**config.mk**
```make
export PLATFORM = sky130hd
export DESIGN_NAME = clocked_serial_shifter
export DESIGN_NICKNAME = d
export VERILOG_FILES = /design/src/serial_shifter_pkg.sv /design/src/serial_clock_prescaler.sv /design/src/clocked_serial_shifter.sv
export SDC_FILE = /design/constraint.sdc
export NUM_CORES = 1
export LEC_CHECK = 0
export BUFFER_PORTS_ARGS = -buffer_cell sky130_fd_sc_hd__buf_2
export CAP_MARGIN = 20
export CORE_MARGIN = 4
export CORE_UTILIZATION = 30
export CTS_BUF_LIST = sky130_fd_sc_hd__clkbuf_16
export CTS_CLUSTER_SIZE = 8
export DETAILED_ROUTE_END_ITERATION = 7
export PLACE_DENSITY = 0.56
export SETUP_SLACK_MARGIN = 0.1
export SYNTH_ARGS = -nofsm -noshare
export SYNTH_HDL_FRONTEND = slang
export SYNTH_SLANG_ARGS = --single-unit
```
**constraint.sdc**
```tcl
create_clock -name aclk -period 2.65 [get_ports aclk]
set_input_delay 0.265 -clock aclk [delete_from_list [all_inputs] [get_ports aclk]]
set_output_delay 0.265 -clock aclk [all_outputs]
set_load 0.005 [all_outputs]
```
**src/serial_shifter_pkg.sv**
```systemverilog
// constants and register layout of the clocked serial shifter
package serial_shifter_pkg;
    localparam logic [4:0] mode_clock_control_off = 5'h00;
    localparam logic [4:0] control_status_off = 5'h04;
    localparam logic [4:0] data_upper_off = 5'h08;
    localparam logic [4:0] data_lower_off = 5'h0c;
    localparam logic [4:0] interrupt_request_off = 5'h10;
    localparam logic [7:0] mode_clock_control_rst = 8'h00;
    localparam logic [7:0] control_status_rst = 8'h80;
    localparam int op_mode_upper_pos = 7;
    localparam int op_mode_lower_pos = 6;
    localparam int clock_source_pos = 3;
    localparam int output_level_pos = 6;
    localparam int overrun_pos = 5;
    localparam int start_pos = 0;
    localparam int request_pos = 0;
    localparam int irq_enable_pos = 1;
    localparam logic [1:0] mode_continuous = 2'b10;
    localparam int prescale_width = 10;
    localparam logic [1:0] axi_okay = 2'b00;
    localparam logic [1:0] axi_slverr = 2'b10;
    typedef enum logic [2:0] {
        st_idle = 3'b001,
        st_run = 3'b010,
        st_done = 3'b100
    } shift_state_t;
endpackage : serial_shifter_pkg

```
**src/serial_clock_prescaler.sv**
```systemverilog
// free-running prescaler that makes internal serial clock edge pulses
`timescale 1ns/1ps
module serial_clock_prescaler
    import serial_shifter_pkg::*;
(
    input wire logic aclk,
    input wire logic aresetn,
    input wire logic [2:0] divider_sel,
    output logic rise_pulse,
    output logic fall_pulse,
    output logic level
);
    logic [prescale_width-1:0] count_q;
    logic [3:0] tap;
    logic tap_bit;
    logic [prescale_width-1:0] low_mask;
    logic low_full;

    // code 0 is /1024 down to code 7 which is /2; the level is one counter bit
    always_comb begin
        case (divider_sel)
            3'd0: tap = 4'd9;
            3'd1: tap = 4'd7;
            3'd2: tap = 4'd5;
            3'd3: tap = 4'd4;
            3'd4: tap = 4'd3;
            3'd5: tap = 4'd2;
            3'd6: tap = 4'd1;
            default: tap = 4'd0;
        endcase
    end
    assign tap_bit = count_q[tap];
    assign level = tap_bit;

    // counter runs always so continuous mode never stutters
    always_ff @(posedge aclk) begin
        if (!aresetn) begin
            count_q <= '0;
        end else begin
            count_q <= count_q + prescale_width'(1);
        end
    end

    // edges come one cycle ahead of the level flip: all bits below the tap are ones
    assign low_mask = (prescale_width'(1) << tap) - prescale_width'(1);
    assign low_full = (count_q & low_mask) == low_mask;
    assign rise_pulse = !tap_bit && low_full;
    assign fall_pulse = tap_bit && low_full;
endmodule : serial_clock_prescaler

```
**src/clocked_serial_shifter.sv**
```systemverilog
// clocked serial shifter with axi4-lite registers
`timescale 1ns/1ps
module clocked_serial_shifter
    import serial_shifter_pkg::*;
(
    input wire logic aclk,
    input wire logic aresetn,
    input wire logic [4:0] s_axi_awaddr,
    input wire logic s_axi_awvalid,
    output logic s_axi_awready,
    input wire logic [31:0] s_axi_wdata,
    input wire logic [3:0] s_axi_wstrb,
    input wire logic s_axi_wvalid,
    output logic s_axi_wready,
    output logic [1:0] s_axi_bresp,
    output logic s_axi_bvalid,
    input wire logic s_axi_bready,
    input wire logic [4:0] s_axi_araddr,
    input wire logic s_axi_arvalid,
    output logic s_axi_arready,
    output logic [31:0] s_axi_rdata,
    output logic [1:0] s_axi_rresp,
    output logic s_axi_rvalid,
    input wire logic s_axi_rready,
    input wire logic serial_clock_pin_i,
    output logic serial_clock_pin_o,
    output logic serial_clock_pin_oe,
    input wire logic serial_in_pin,
    output logic serial_out_pin,
    output logic transfer_done_irq
);
    logic [7:0] mode_clock_control_q;
    logic output_level_q;
    logic overrun_q;
    logic overrun_seen_q;
    logic [15:0] shift_q;
    logic [4:0] bit_count_q;
    logic request_q;
    logic irq_enable_q;
    shift_state_t state_q;
    logic sck_meta_q;
    logic sck_sync_q;
    logic sck_prev_q;
    logic sck_out_q;
    logic [4:0] aw_addr_q;
    logic aw_have_q;
    logic [31:0] w_data_q;
    logic [3:0] w_strb_q;
    logic w_have_q;
    logic wr_fire;
    logic int_rise;
    logic int_fall;
    logic int_level;
    logic ext_rise;
    logic ext_fall;
    logic use_ext;
    logic sh_rise;
    logic sh_fall;
    logic shift_rise;
    logic fell_q;
    logic request_d;
    logic irq_enable_d;
    logic [4:0] word_bits;
    logic wr_mode;
    logic wr_status;
    logic wr_upper;
    logic wr_lower;
    logic wr_request;
    logic start_req;
    logic done_evt;
    logic [7:0] rd_byte;
    logic rd_ok;

    serial_clock_prescaler u_prescaler (
        .aclk(aclk),
        .aresetn(aresetn),
        .divider_sel(mode_clock_control_q[2:0]),
        .rise_pulse(int_rise),
        .fall_pulse(int_fall),
        .level(int_level)
    );

    // decode helper shared by read and write
    function automatic logic addr_is(input logic [4:0] a, input logic [4:0] off);
        addr_is = (a[4:2] == off[4:2]);
    endfunction : addr_is

    // ---- write channel: take address and data in either order
    assign wr_fire = aw_have_q && w_have_q && !s_axi_bvalid;
    always_ff @(posedge aclk) begin
        if (!aresetn) begin
            aw_have_q <= 1'b0;
            w_have_q <= 1'b0;
            aw_addr_q <= '0;
            w_data_q <= '0;
            w_strb_q <= '0;
            s_axi_awready <= 1'b0;
            s_axi_wready <= 1'b0;
            s_axi_bvalid <= 1'b0;
            s_axi_bresp <= axi_okay;
        end else begin
            s_axi_awready <= !aw_have_q && !s_axi_awready && !s_axi_bvalid;
            s_axi_wready <= !w_have_q && !s_axi_wready && !s_axi_bvalid;
            if (s_axi_awvalid && s_axi_awready) begin
                aw_have_q <= 1'b1;
                aw_addr_q <= s_axi_awaddr;
                s_axi_awready <= 1'b0;
            end
            if (s_axi_wvalid && s_axi_wready) begin
                w_have_q <= 1'b1;
                w_data_q <= s_axi_wdata;
                w_strb_q <= s_axi_wstrb;
                s_axi_wready <= 1'b0;
            end
            if (wr_fire) begin
                aw_have_q <= 1'b0;
                w_have_q <= 1'b0;
                s_axi_bvalid <= 1'b1;
                s_axi_bresp <= (aw_addr_q[4] && aw_addr_q[3:2] != 2'd0) ? axi_slverr : axi_okay;
            end else if (s_axi_bvalid && s_axi_bready) begin
                s_axi_bvalid <= 1'b0;
            end
        end
    end

    // byte lane 0 carries every register
    assign wr_mode = wr_fire && w_strb_q[0] && addr_is(aw_addr_q, mode_clock_control_off);
    assign wr_status = wr_fire && w_strb_q[0] && addr_is(aw_addr_q, control_status_off);
    assign wr_upper = wr_fire && w_strb_q[0] && addr_is(aw_addr_q, data_upper_off);
    assign wr_lower = wr_fire && w_strb_q[0] && addr_is(aw_addr_q, data_lower_off);
    assign wr_request = wr_fire && w_strb_q[0] && addr_is(aw_addr_q, interrupt_request_off);
    assign start_req = wr_status && w_data_q[start_pos];

    // ---- mode/clock control register
    always_ff @(posedge aclk) begin
        if (!aresetn) begin
            mode_clock_control_q <= mode_clock_control_rst;
        end else if (wr_mode) begin
            mode_clock_control_q <= {w_data_q[7:6], 2'b00, w_data_q[3:0]};
        end
    end

    // ---- external clock: two-flop sync then edge detect on the second flop
    always_ff @(posedge aclk) begin
        if (!aresetn) begin
            sck_meta_q <= 1'b1;
            sck_sync_q <= 1'b1;
            sck_prev_q <= 1'b1;
        end else begin
            sck_meta_q <= serial_clock_pin_i;
            sck_sync_q <= sck_meta_q;
            sck_prev_q <= sck_sync_q;
        end
    end
    assign ext_rise = sck_sync_q && !sck_prev_q;
    assign ext_fall = !sck_sync_q && sck_prev_q;

    assign use_ext = mode_clock_control_q[clock_source_pos];
    assign sh_rise = use_ext ? ext_rise : int_rise;
    assign sh_fall = use_ext ? ext_fall : int_fall;
    assign word_bits = mode_clock_control_q[op_mode_lower_pos] ? 5'd16 : 5'd8;

    // ---- sequencer: idle, running a word, done
    always_ff @(posedge aclk) begin
        if (!aresetn) begin
            state_q <= st_idle;
            bit_count_q <= '0;
        end else if (wr_mode) begin
            state_q <= st_idle;
            bit_count_q <= '0;
        end else begin
            case (state_q)
                st_idle, st_done: begin
                    if (start_req && mode_clock_control_q[op_mode_upper_pos] == 1'b0) begin
                        state_q <= st_run;
                        bit_count_q <= '0;
                    end
                end
                st_run: begin
                    // word ends on the rising edge that samples its last bit
                    if (shift_rise) begin
                        bit_count_q <= bit_count_q + 5'd1;
                        if (bit_count_q == word_bits - 5'd1) begin
                            state_q <= st_done;
                        end
                    end
                end
                default: begin
                    state_q <= st_idle;
                end
            endcase
        end
    end
    assign done_evt = state_q == st_run && shift_rise && bit_count_q == word_bits - 5'd1 && !wr_mode;

    // a word opens on a falling edge; a rise before it would sample a bit the far side never saw
    always_ff @(posedge aclk) begin
        if (!aresetn) begin
            fell_q <= 1'b0;
        end else if (wr_mode || state_q != st_run) begin
            fell_q <= 1'b0;
        end else if (sh_fall) begin
            fell_q <= 1'b1;
        end
    end
    assign shift_rise = sh_rise && fell_q;

    // ---- shift register and data bytes
    always_ff @(posedge aclk) begin
        if (!aresetn) begin
            shift_q <= '0;
        end else if (state_q == st_run && shift_rise && !wr_mode) begin
            // lsb leaves first; the sampled bit enters at the top of the word
            if (word_bits == 5'd16) begin
                shift_q <= {serial_in_pin, shift_q[15:1]};
            end else begin
                shift_q <= {shift_q[15:8], serial_in_pin, shift_q[7:1]};
            end
        end else begin
            if (wr_upper) begin
                shift_q[15:8] <= w_data_q[7:0];
            end
            if (wr_lower) begin
                shift_q[7:0] <= w_data_q[7:0];
            end
        end
    end

    // ---- data output: bit 0 goes out on falling edges, level write while stopped
    always_ff @(posedge aclk) begin
        if (!aresetn) begin
            output_level_q <= 1'b0;
        end else if (state_q == st_run && sh_fall && !wr_mode) begin
            output_level_q <= shift_q[0];
        end else if (wr_status && state_q != st_run) begin
            output_level_q <= w_data_q[output_level_pos];
        end
    end
    // pin keeps last bit after the word until a status write while stopped moves it
    assign serial_out_pin = output_level_q;

    // ---- overrun: external rising edge in the done state after a word; set beats clear
    always_ff @(posedge aclk) begin
        if (!aresetn) begin
            overrun_q <= 1'b0;
            overrun_seen_q <= 1'b0;
        end else begin
            if (s_axi_arvalid && s_axi_arready && addr_is(s_axi_araddr, control_status_off) && overrun_q) begin
                overrun_seen_q <= 1'b1;
            end
            if (use_ext && state_q == st_done && ext_rise) begin
                overrun_q <= 1'b1;
            end else if (wr_status && !w_data_q[overrun_pos] && overrun_seen_q) begin
                overrun_q <= 1'b0;
                overrun_seen_q <= 1'b0;
            end
        end
    end

    // ---- request flag and its enable; set wins over software clear
    always_comb begin
        request_d = request_q;
        irq_enable_d = irq_enable_q;
        if (wr_request) begin
            irq_enable_d = w_data_q[irq_enable_pos];
            if (!w_data_q[request_pos]) begin
                request_d = 1'b0;
            end
        end
        if (done_evt) begin
            request_d = 1'b1;
        end
    end
    always_ff @(posedge aclk) begin
        if (!aresetn) begin
            request_q <= 1'b0;
            irq_enable_q <= 1'b0;
        end else begin
            request_q <= request_d;
            irq_enable_q <= irq_enable_d;
        end
    end
    // the line follows the next values so a clear drops it in the same cycle as the flag
    always_ff @(posedge aclk) begin
        if (!aresetn) begin
            transfer_done_irq <= 1'b0;
        end else begin
            transfer_done_irq <= request_d && irq_enable_d;
        end
    end

    // ---- clock pin: driven for internal source, gated to the word unless continuous
    always_ff @(posedge aclk) begin
        if (!aresetn) begin
            sck_out_q <= 1'b1;
            serial_clock_pin_oe <= 1'b1;
        end else begin
            serial_clock_pin_oe <= !use_ext;
            if (mode_clock_control_q[7:6] == mode_continuous) begin
                sck_out_q <= int_level;
            end else if (state_q == st_run && !use_ext) begin
                // the pin idles high, so a word shows falls then rises in step with data
                if (int_fall) begin
                    sck_out_q <= 1'b0;
                end else if (int_rise) begin
                    sck_out_q <= 1'b1;
                end
            end else begin
                sck_out_q <= 1'b1;
            end
        end
    end
    assign serial_clock_pin_o = sck_out_q;

    // ---- read channel, one cycle answer
    always_comb begin
        rd_ok = 1'b1;
        rd_byte = 8'h00;
        case (s_axi_araddr[4:2])
            3'd0: rd_byte = mode_clock_control_q;
            3'd1: rd_byte = {1'b1, output_level_q, overrun_q, 4'h0, state_q == st_run};
            3'd2: rd_byte = shift_q[15:8];
            3'd3: rd_byte = shift_q[7:0];
            3'd4: rd_byte = {6'h00, irq_enable_q, request_q};
            default: rd_ok = 1'b0;
        endcase
    end
    always_ff @(posedge aclk) begin
        if (!aresetn) begin
            s_axi_arready <= 1'b0;
            s_axi_rvalid <= 1'b0;
            s_axi_rdata <= '0;
            s_axi_rresp <= axi_okay;
        end else begin
            s_axi_arready <= !s_axi_rvalid && !s_axi_arready;
            if (s_axi_arvalid && s_axi_arready) begin
                s_axi_arready <= 1'b0;
                s_axi_rvalid <= 1'b1;
                s_axi_rdata <= {24'h000000, rd_byte};
                s_axi_rresp <= rd_ok ? axi_okay : axi_slverr;
            end else if (s_axi_rvalid && s_axi_rready) begin
                s_axi_rvalid <= 1'b0;
            end
        end
    end
endmodule : clocked_serial_shifter

```
After elaboration in Yosys (flattened, before gate mapping)
Cells that the tools add are included.
Storage, ports and cells
  register bits: 85
  word-level logic and storage cells: 184
Operators by class
  add/subtract/negate cells: 4
  order comparisons: 1
  equality and inequality tests: 27
  shift-type cells: 1
  multiplexer cells: 40
  bitwise logic cells: 3
  reduce and logical (&&, ||, !) cells: 77
Operator list (number)
  1-bit logical AND: 41
  8-bit one-hot mux with 5 select lines: 1
  16-bit 2-to-1 mux: 2
  4-bit one-hot mux with 7 select lines: 1
  1-bit 2-to-1 mux: 23
  3-bit by 2-bit equality test with 1-bit output (second input constant): 7
  3-bit equality test (second input constant): 6
  8-bit 2-to-1 mux: 2
  2-bit nonzero test: 8
  5-bit 2-to-1 mux: 3
  2-bit OR reduction: 7
  1-bit zero test: 13
  3-bit by 1-bit equality test with 1-bit output (second input constant): 4
  10-bit by 1-bit adder with 10-bit output (second input constant): 1
  10-bit bitwise AND: 1
  10-bit equality test: 1
  5-bit one-hot mux with 2 select lines: 1
  1-bit by 4-bit left shift with 10-bit output (first input constant): 1
  10-bit by 2-bit subtractor with 10-bit output (second input constant): 1
  3-bit zero test: 3
  3-bit 2-to-1 mux: 3
  2-bit != test (second input constant): 3
  3-bit one-hot mux with 2 select lines: 1
  3-bit AND reduction: 2
  15 further kinds: 17

Depth between registers and ports, before layout
Gate-level depths: netlist of the first run.
  depth after elaboration: 14
  depth in mapped cells: 12
  gate-level depth less buffers: 10

Modules after synthesis
A second synthesis of the first run with hierarchy kept.
Unflattened totals
  cells, all modules: 437
  area, all modules: 3930.0 um^2
Modules (own cells, without submodules)
  clocked_serial_shifter: times used 1, cells an instance 376, area an instance 3365.7 um^2, seq. area each 1421.4 um^2
  serial_clock_prescaler: times used 1, cells an instance 61, area an instance 564.3 um^2, seq. area each 200.2 um^2

Least setup slack after synthesis of the first run
No wires, ideal clock.
  path type: register -> register
  start point: register mode_clock_control_q[1]
  end point: register output_level_q (netlist: serial_out_pin)
  setup time: 116 ps
  data arrival time: 2272 ps
  data required time: 2534 ps
  slack: 262 ps
  cell stages (with the launch flop): 12
  path buffers: 1
  path through: dfxtp_1 -> buf_2 -> nand2_1 -> or2_2 -> ha_1 -> nand2b_1 -> a21oi_1 -> nor4_2 -> nand2_1 -> o31ai_1 -> a21oi_1 -> a41o_1
Between the ends
  cells in the longest elaborated chain, start to end: 11
  elaborated cells on any way between the ends: 20
  classes of those cells: 1 x add/sub; 7 x eq/ne; 1 x shift; 5 x mux; 1 x bitwise; 5 x reduce/logical
RTL lines
  from (decl): line clocked_serial_shifter.sv:32  | logic [7:0] mode_clock_control_q;
  from (signal assigned): line clocked_serial_shifter.sv:137  | mode_clock_control_q <= mode_clock_control_rst;
  from (signal assigned): line clocked_serial_shifter.sv:139  | mode_clock_control_q <= {w_data_q[7:6], 2'b00, w_data_q[3:0]};
  3-bit equality test (tied with other cells): line serial_clock_prescaler.sv:21  | case (divider_sel)
  4-bit one-hot mux with 7 select lines (*): line serial_clock_prescaler.sv:21
  1-bit by 4-bit left shift with 10-bit output: line serial_clock_prescaler.sv:45  | assign low_mask = (prescale_width'(1) << tap) - prescale_width'(1);
  10-bit by 2-bit subtractor with 10-bit output: line serial_clock_prescaler.sv:45
  10-bit bitwise AND: line serial_clock_prescaler.sv:46  | assign low_full = (count_q & low_mask) == low_mask;
  10-bit equality test: line serial_clock_prescaler.sv:46
  1-bit logical AND (*): line serial_clock_prescaler.sv:48  | assign fall_pulse = tap_bit && low_full;
  1-bit 2-to-1 mux (*): line clocked_serial_shifter.sv:160  | assign sh_fall = use_ext ? ext_fall : int_fall;
  1-bit logical AND (*) (2 in a row): line clocked_serial_shifter.sv:233  | end else if (state_q == st_run && sh_fall && !wr_mode) begin
  1-bit 2-to-1 mux / 2-bit nonzero test (equally long branches)
  to (signal assigned): line clocked_serial_shifter.sv:234  | output_level_q <= shift_q[0];
  to (signal assigned): line clocked_serial_shifter.sv:236  | output_level_q <= w_data_q[output_level_pos];
  to (decl): line clocked_serial_shifter.sv:33  | logic output_level_q;
Every way passes the cells marked *; elsewhere a longest branch is shown, timed or not. The select of a mux whose other input is x is not followed.
A chain may end at the register's enable or synchronous reset.

Final worst setup path of the first run
  start point: register mode_clock_control_q[2]
  end point: register output_level_q (netlist: serial_out_pin)
The elaborated chain is that of the path after synthesis.

==> results of run 1 <==
==> report_power, final <==
part / total [W] / internal, W / leakage (nW) / switching, W
clock: 0.00122 / 0.000719 / 0.140 / 0.000498
combinational: 0.000129 / 0.0000528 / 1.35 / 0.0000767
sequential: 0.00127 / 0.00124 / 0.656 / 0.0000271
==> logic make-up (layout without fill, tap and decap cells) <==
| family | count (synthesis) | count (layout) | share of synthesized area, % |
|---|---|---|---|
| AO/OA/AOI/OAI | 85 | 85 | 15.89 |
| flip-flops | 81 | 81 | 39.00 |
| AND/OR/NAND/NOR | 174 | 174 | 21.58 |
| XOR/XNOR | 10 | 10 | 2.107 |
| buffers and inverters | 54 | 72 | 8.065 |
| other | 1 | 26 | 0.09019 |
| multiplexers | 45 | 45 | 12.37 |
| adder cells (fa/ha/maj) | 3 | 3 | 0.9029 |
==> metrics by stage <==
stage                     hold slack (ns)  utilization [%]  setup WS, ns  instance area (µm²)  power (W)
after CTS                          0.1002            35.32        0.2639                 4733   0.002648
after global routing               0.1072            35.32        0.1077                 4733   0.002712
after global placement             0.4007            33.17        0.3260                 4446   0.001425
after floorplan                    0.3665                -        0.2620                 4252   0.001403
after detailed placement           0.3998            33.17        0.2861                 4446   0.001428
final                              0.1068            35.32        0.2738                 4733   0.002617
==> final cells by class <==
type                            count  area share [%]
Tap cell                          176           4.652
Timing Repair Buffer               51           6.133
Clock buffer                        9           4.758
Multi-Input combinational cell    343           48.48
Inverter                            5          0.3965
Sequential cell                    81           34.26
Clock inverter                      7           1.322
==> layer usage <==
metal	vias to the layer above	GRT usage [%]	wire length, µm
li1	1622	-	-
met1	1539	14.32	4302
met2	50	19.67	4572
met3	17	3.260	352
met4	0	4.528	204
met5	-	0	0
==> final timing paths <==
| check | start | end | cells after the start |
|---|---|---|---|
| hold reg to reg | sck_meta_q$_SDFF_PN1_ | sck_sync_q$_SDFF_PN1_ | 1 |
| setup / recovery | mode_clock_control_q[2]$_SDFFE_PN0P_ | serial_out_pin$_SDFFE_PN0P_ | 10 |
| hold / removal | serial_clock_pin_i | sck_meta_q$_SDFF_PN1_ | 2 |
| setup reg to reg | mode_clock_control_q[2]$_SDFFE_PN0P_ | serial_out_pin$_SDFFE_PN0P_ | 10 |
==> critical path, cell delays in order (launching register included) <==
cell and delay [ns]:
dfxtp_1 0.32, nand2_1 0.07, or2_2 0.27, ha_1 0.22, nand2b_1 0.09, a21oi_1 0.05, nor4_2 0.44, nand2_1 0.14
o31ai_1 0.35, a21oi_1 0.11, a41o_1 0.21
==> cell usage after synthesis, types with 3 or more instances <==
cell	count
a21boi_0	16
buf_4	27
a22oi_1	7
o211a_1	17
inv_1	5
nand2_1	60
mux2_2	11
buf_6	4
nand3_1	17
nor2_1	21
and2_1	13
clkbuf_1	16
a31oi_1	3
ha_1	3
mux2i_1	30
o21ai_0	8
mux4_2	3
nor2b_1	20
xnor2_1	8
o21ai_1	7
nor3_1	8
dfxtp_1	81
a21oi_1	8
nand2b_1	11
nand4_1	3
and3_1	4
==> layout by cell type (no fill, tap or decap), drive strengths merged, types with 2 or more instances in the layout <==
cell type and instances:
a32o 2, dfxtp 81, conb 26, o31ai 3, clkbuf 9, a31oi 4, inv 6, and3b 2
and3 4, nand2b 11, clkinv 3, nor3b 2, a21oi 8, o22ai 2, buf 51, mux4 3
nand2 60, ha 3, a21boi 16, a211o 2, xnor2 8, nor2b 20, o21ai 15, mux2 11
nor3 9, nor4 2, nor2 21, nand3 19, mux2i 31, a22oi 7, a31o 2, nand3b 2
o211a 17, xor2 2, clkinvlp 2, or2 2, nand4 3, and2 14
==> state kept, by name, indices dropped and copies added, names as in the netlist, 3 cells and up <==
| register | count |
|---|---|
| s_axi_rdata | 8 |
| shift_q | 16 |
| u_prescaler.count_q | 10 |
| mode_clock_control_q | 6 |
| w_data_q | 8 |
| aw_addr_q | 3 |
| state_q | 3 |
| bit_count_q | 5 |
==> impl_metrics.ini, run 1 <==
[clock_tree]
cts_buffer_depth = 2
clk_latency_ns = 0.34
cts_buffers = 9
postCtsSetupBuffers = 0
cts_tree = built
hold_buffers = 0
ctsResizeCount = 0
htreeDepth = 3
cts-root-buf = clkbuf_16
clkSinkCount = 81
clkTransAtPathRegs_ns = 0.06

[logic_synthesis]
synth-seq-cells = 81
ys_warn_count = 0
synth_area_leader_cell = dfxtp_1
synth_flop_cell = dfxtp_1
ys_seq_area_share_pct = 39.00
syn_area_per_cell_um2 = 9.178
postSynthCellCount = 453
synth_area_leaders = dfxtp_1 (39%), mux2i_1 (7.2%), nand2_1 (5.4%)
synth_area_um2 = 4158
synth_top_area_share_pct = 39.00
synth_edf_count = 0
synthArstFlopShare_pct = 0
synthDistinctLibCells = 59

[cells_and_area]
diodes = 0
layout.cells.non_filler = 672
nFillCells = 1375
multi_input_area_um2 = 2295
nets = 549
syn_to_final_growth_pct = 13.84
seq_area_um2 = 1622
drive_above_1_share_pct = 18.55

[timing]
setup_viol = 0
fin_crit_ns = 2.376
fin_setup_tns_ns = 0
hold_viol = 0
relSlewSlack_pct = 58.28
max_freq_mhz = 420.8
worstMarginPinSlew_ns = 0.6249
timing.final.crit_share_pct = 89.67
skew_ns = 0.007594
rsz0062_at_grt = false
slew_viol_final = 0

[power_and_ir_drop]
ir_drop_v = 0.0002654
power_leakage_nw = 2.148
pwr_density_cell_nw_per_um2 = 552.9

[drt]
drtIter0Drc = 90
vias = 3228
wl_um = 9432
drc = 0
post_drt_wl_per_cell_um = 14.04
drt_pass1_iterations = 4
vias_per_cell = 4.804
final_antenna_net_count = 0

[min_path]
hold_class = in -> reg

[floorplanning]
die_h_um = 125.7
start_util_pct = 31.03
core-area_um2 = 13400
num_io_pins = 100
die_w_um = 125.7
std_cell_rows = 42
die_area_um2 = 15810

[placed_design]
dp.cells = 656
place_congestion = 0.8075
hpwl_um = 6935
port_buffers = 42

[worst_setup_path]
crit_type = reg -> reg
required_ns = 2.89
critPathMaxFanout = 3
r2r_setup_slack_ns = 0.27
critical_path_arrival_ns = 2.61
worst_setup_path_end_kind = flip-flop
start_kind = flip-flop

[global_route]
grt_max_degree = 40
overflow = 0
antenna_found_initial = 0
grt_pass1_vias = 3070
grt_pass1_wl_um = 15170
global_route.usage.total_pct = 11.74

[flow_run]
cap_viol_max_count = 0

[run_status]
outcome = complete, no violations
(Power assumes the default switching activity.)
==> inputs of run 2 (changes only) <==
==> constraint.sdc (replaced) <==
create_clock -name aclk -period 2.65 [get_ports aclk]
set_input_delay 0.1325 -clock aclk [delete_from_list [all_inputs] [get_ports aclk]]
set_output_delay 0.1325 -clock aclk [all_outputs]
set_load 0.005 [all_outputs]
==> run 2 against run 1 <==
Register-to-register slack improved by 0.03 ns. Cell count rose by 0.15%. Clock-buffer cell count is the same.
==> impl_metrics.ini, run 2 (synthesized netlist as in run 1, its figures left out) <==
[run_status]
outcome = complete, no violations

[worst_setup_path]
reg2reg_depth = 9
cp_slowest_cell = nor4_4
path_buf_inv = 0
required_ns = 2.88
timing.rr.start = mode_clock_control_q[0]$_SDFFE_PN0P_
crit_family = simple AND/OR/NAND/NOR gates
timing.rr.end = serial_out_pin$_SDFFE_PN0P_
path_common_cell = a21oi_1
critical_path_arrival_ns = 2.58
crit_type = reg -> reg
r2r_setup_slack_ns = 0.31
critPathMaxFanout = 6
start_kind = flip-flop
max_stage_delay_ns = 0.37
path_cells = or2_2 > ha_1 > nand2b_1 > a21oi_1 > nor4_4 > nand2_1 > o31ai_1 > a21oi_1 > a41o_1
worst_setup_path_end_kind = flip-flop

[timing]
max_freq_mhz = 427.1
fin_crit_ns = 2.342
relSlewSlack_pct = 56.09
slew_viol_final = 0
rsz0062_at_grt = false
worstMarginPinSlew_ns = 0.6578
skew_ns = 0.009095
setup_viol = 0
fin_setup_tns_ns = 0
timing.final.crit_share_pct = 88.36
hold_viol = 0
hold_slack_ns = 0.03861

[clock_tree]
clk_latency_ns = 0.34
cts-root-buf = clkbuf_16
clkTransAtPathRegs_ns = 0.07
cts_tree = built
htreeDepth = 3
clkSinkCount = 81
postCtsSetupBuffers = 0
cts_buffer_depth = 2
cts_buffers = 9

[drt]
vias_per_cell = 4.862
wl_um = 9456
post_drt_wl_per_cell_um = 14.05
drc = 0
vias = 3272
drt_pass1_iterations = 4
final_antenna_net_count = 0
drtIter0Drc = 128

[power_and_ir_drop]
power_leakage_nw = 2.188
p_int_w = 0.002209
pwr_density_cell_nw_per_um2 = 585.9
power_switching_w = 0.0006028
p_clk_share_pct = 50.1
ir_drop_v = 0.0003364
power_frac_seq_pct = 45.2
comb_power_share_pct = 4.7
p_sw_share_pct = 21.44

[placed_design]
hpwl_um = 6898
port_buffers = 42
place_congestion = 0.8223

[floorplanning]
core-area_um2 = 13400
std_cell_rows = 42
die_area_um2 = 15810
start_util_pct = 31.03
num_io_pins = 100
die_h_um = 125.7
die_w_um = 125.7

[min_path]
min_path_cells = 3
hold_class = in -> reg
min_from = s_axi_wdata[5]
hold_path_end = w_data_q[5]$_SDFFE_PN0P_

[cells_and_area]
top_register = shift_q
largestRegisters = shift_q: 16 flops, u_prescaler.count_q: 10 flops
drive_above_1_share_pct = 18.51
syn_to_final_growth_pct = 15.44
final_cell_mix = dfxtp_1 (81), nand2_1 (60), buf_2 (42), mux2i_1 (30), conb_1 (26)
final_common_cell = dfxtp_1
largest_reg_flops = 16
nets = 550
diodes = 0

[global_route]
antenna_found_initial = 0
overflow = 0
grt_pass1_wl_um = 15620
grt_max_degree = 44
grt_pass1_vias = 3114
global_route.usage.total_pct = 12.09

[flow_run]
cap_viol_max_count = 0
-- run 2: cell types whose count changed in the layout (fill, tap and decap cells not counted), sizes merged --
cell / change
clkinvlp: -1
clkinv: -1
dlygate4sd3: +1
bufinv: +2
-- run 2: how the worst max path moves through the flow --
stage,startpoint,endpoint,slack (ns),cells after the start
6_report,mode_clock_control_q[0]$_SDFFE_PN0P_,serial_out_pin$_SDFFE_PN0P_,0.31,9
5_1_grt,mode_clock_control_q[2]$_SDFFE_PN0P_,serial_out_pin$_SDFFE_PN0P_,0.12,10
4_1_cts,mode_clock_control_q[0]$_SDFFE_PN0P_,transfer_done_irq$_SDFF_PN0_,0.25,10
3_5_place_dp,mode_clock_control_q[0]$_SDFFE_PN0P_,serial_out_pin$_SDFFE_PN0P_,0.27,9
3_3_place_gp,mode_clock_control_q[0]$_SDFFE_PN0P_,serial_out_pin$_SDFFE_PN0P_,0.33,9
2_1_floorplan,mode_clock_control_q[1]$_SDFFE_PN0P_,serial_out_pin$_SDFFE_PN0P_,0.26,11
-- run 2: metrics by stage --
stage	total power [W]	setup slack (ns)	cells	util (%)	instance area (µm²)
2_1_floorplan	0.001403	0.2620	478	-	4252
3_3_place_gp	0.001424	0.3287	656	33.17	4446
3_5_place_dp	0.001428	0.2672	656	33.17	4446
4_1_cts	0.002837	0.2532	673	35.75	4791
5_1_grt	0.002916	0.1194	673	35.82	4800
6_report	0.002812	0.3084	673	35.82	4800
-- run 2: what timing repair did --
| item | in CTS | in global routing |
|---|---|---|
| resized for setup | 0 | 1 |
| hold buffers | 1 | 0 |
| endpoints found under the hold margin | 1 | 0 |
| endpoints found under the setup margin | 0 | 1 |
-- run 2: power groups by stage --
stage / Combinational, W / Clock [W] / Sequential [W]
final: 0.000131 / 0.00141 / 0.00127
after global routing: 0.000148 / 0.00149 / 0.00127
after CTS: 0.000131 / 0.00143 / 0.00127
after detailed placement: 0.000129 / 0 / 0.00130
after global placement: 0.000127 / 0 / 0.00130
after floorplan: 0.000112 / 0 / 0.00129
-- run 2: worst reg2reg max path, delay by kind of cell (launching register included) --
kind	cells	cell delay [ns]
and+or+nand+nor	4	0.91
AOI/OAI and AO/OA	4	0.76
DFF	1	0.36
adders and majority gates	1	0.22
-- run 2: layout make-up --
cell class | count | area, µm²
sequential | 81 | 1622
clock buffer | 9 | 225.2
fill | 1371 | 8601
clock inverter | 7 | 110.1
timing repair buffer | 52 | 300.3
multi-input combinational | 343 | 2303
inverter | 5 | 18.77
tap | 176 | 220.2
-- run 2: layer usage --
| layer | share of wire, % | vias up | global-route usage (%) |
|---|---|---|---|
| met2 | 48 | 67 | 19.95 |
| met1 | 46 | 1563 | 14.81 |
| met4 | 2.5 | 0 | 5.421 |
| met5 | 0 | - | 0 |
| met3 | 3.9 | 18 | 3.175 |
| li1 | - | 1624 | - |
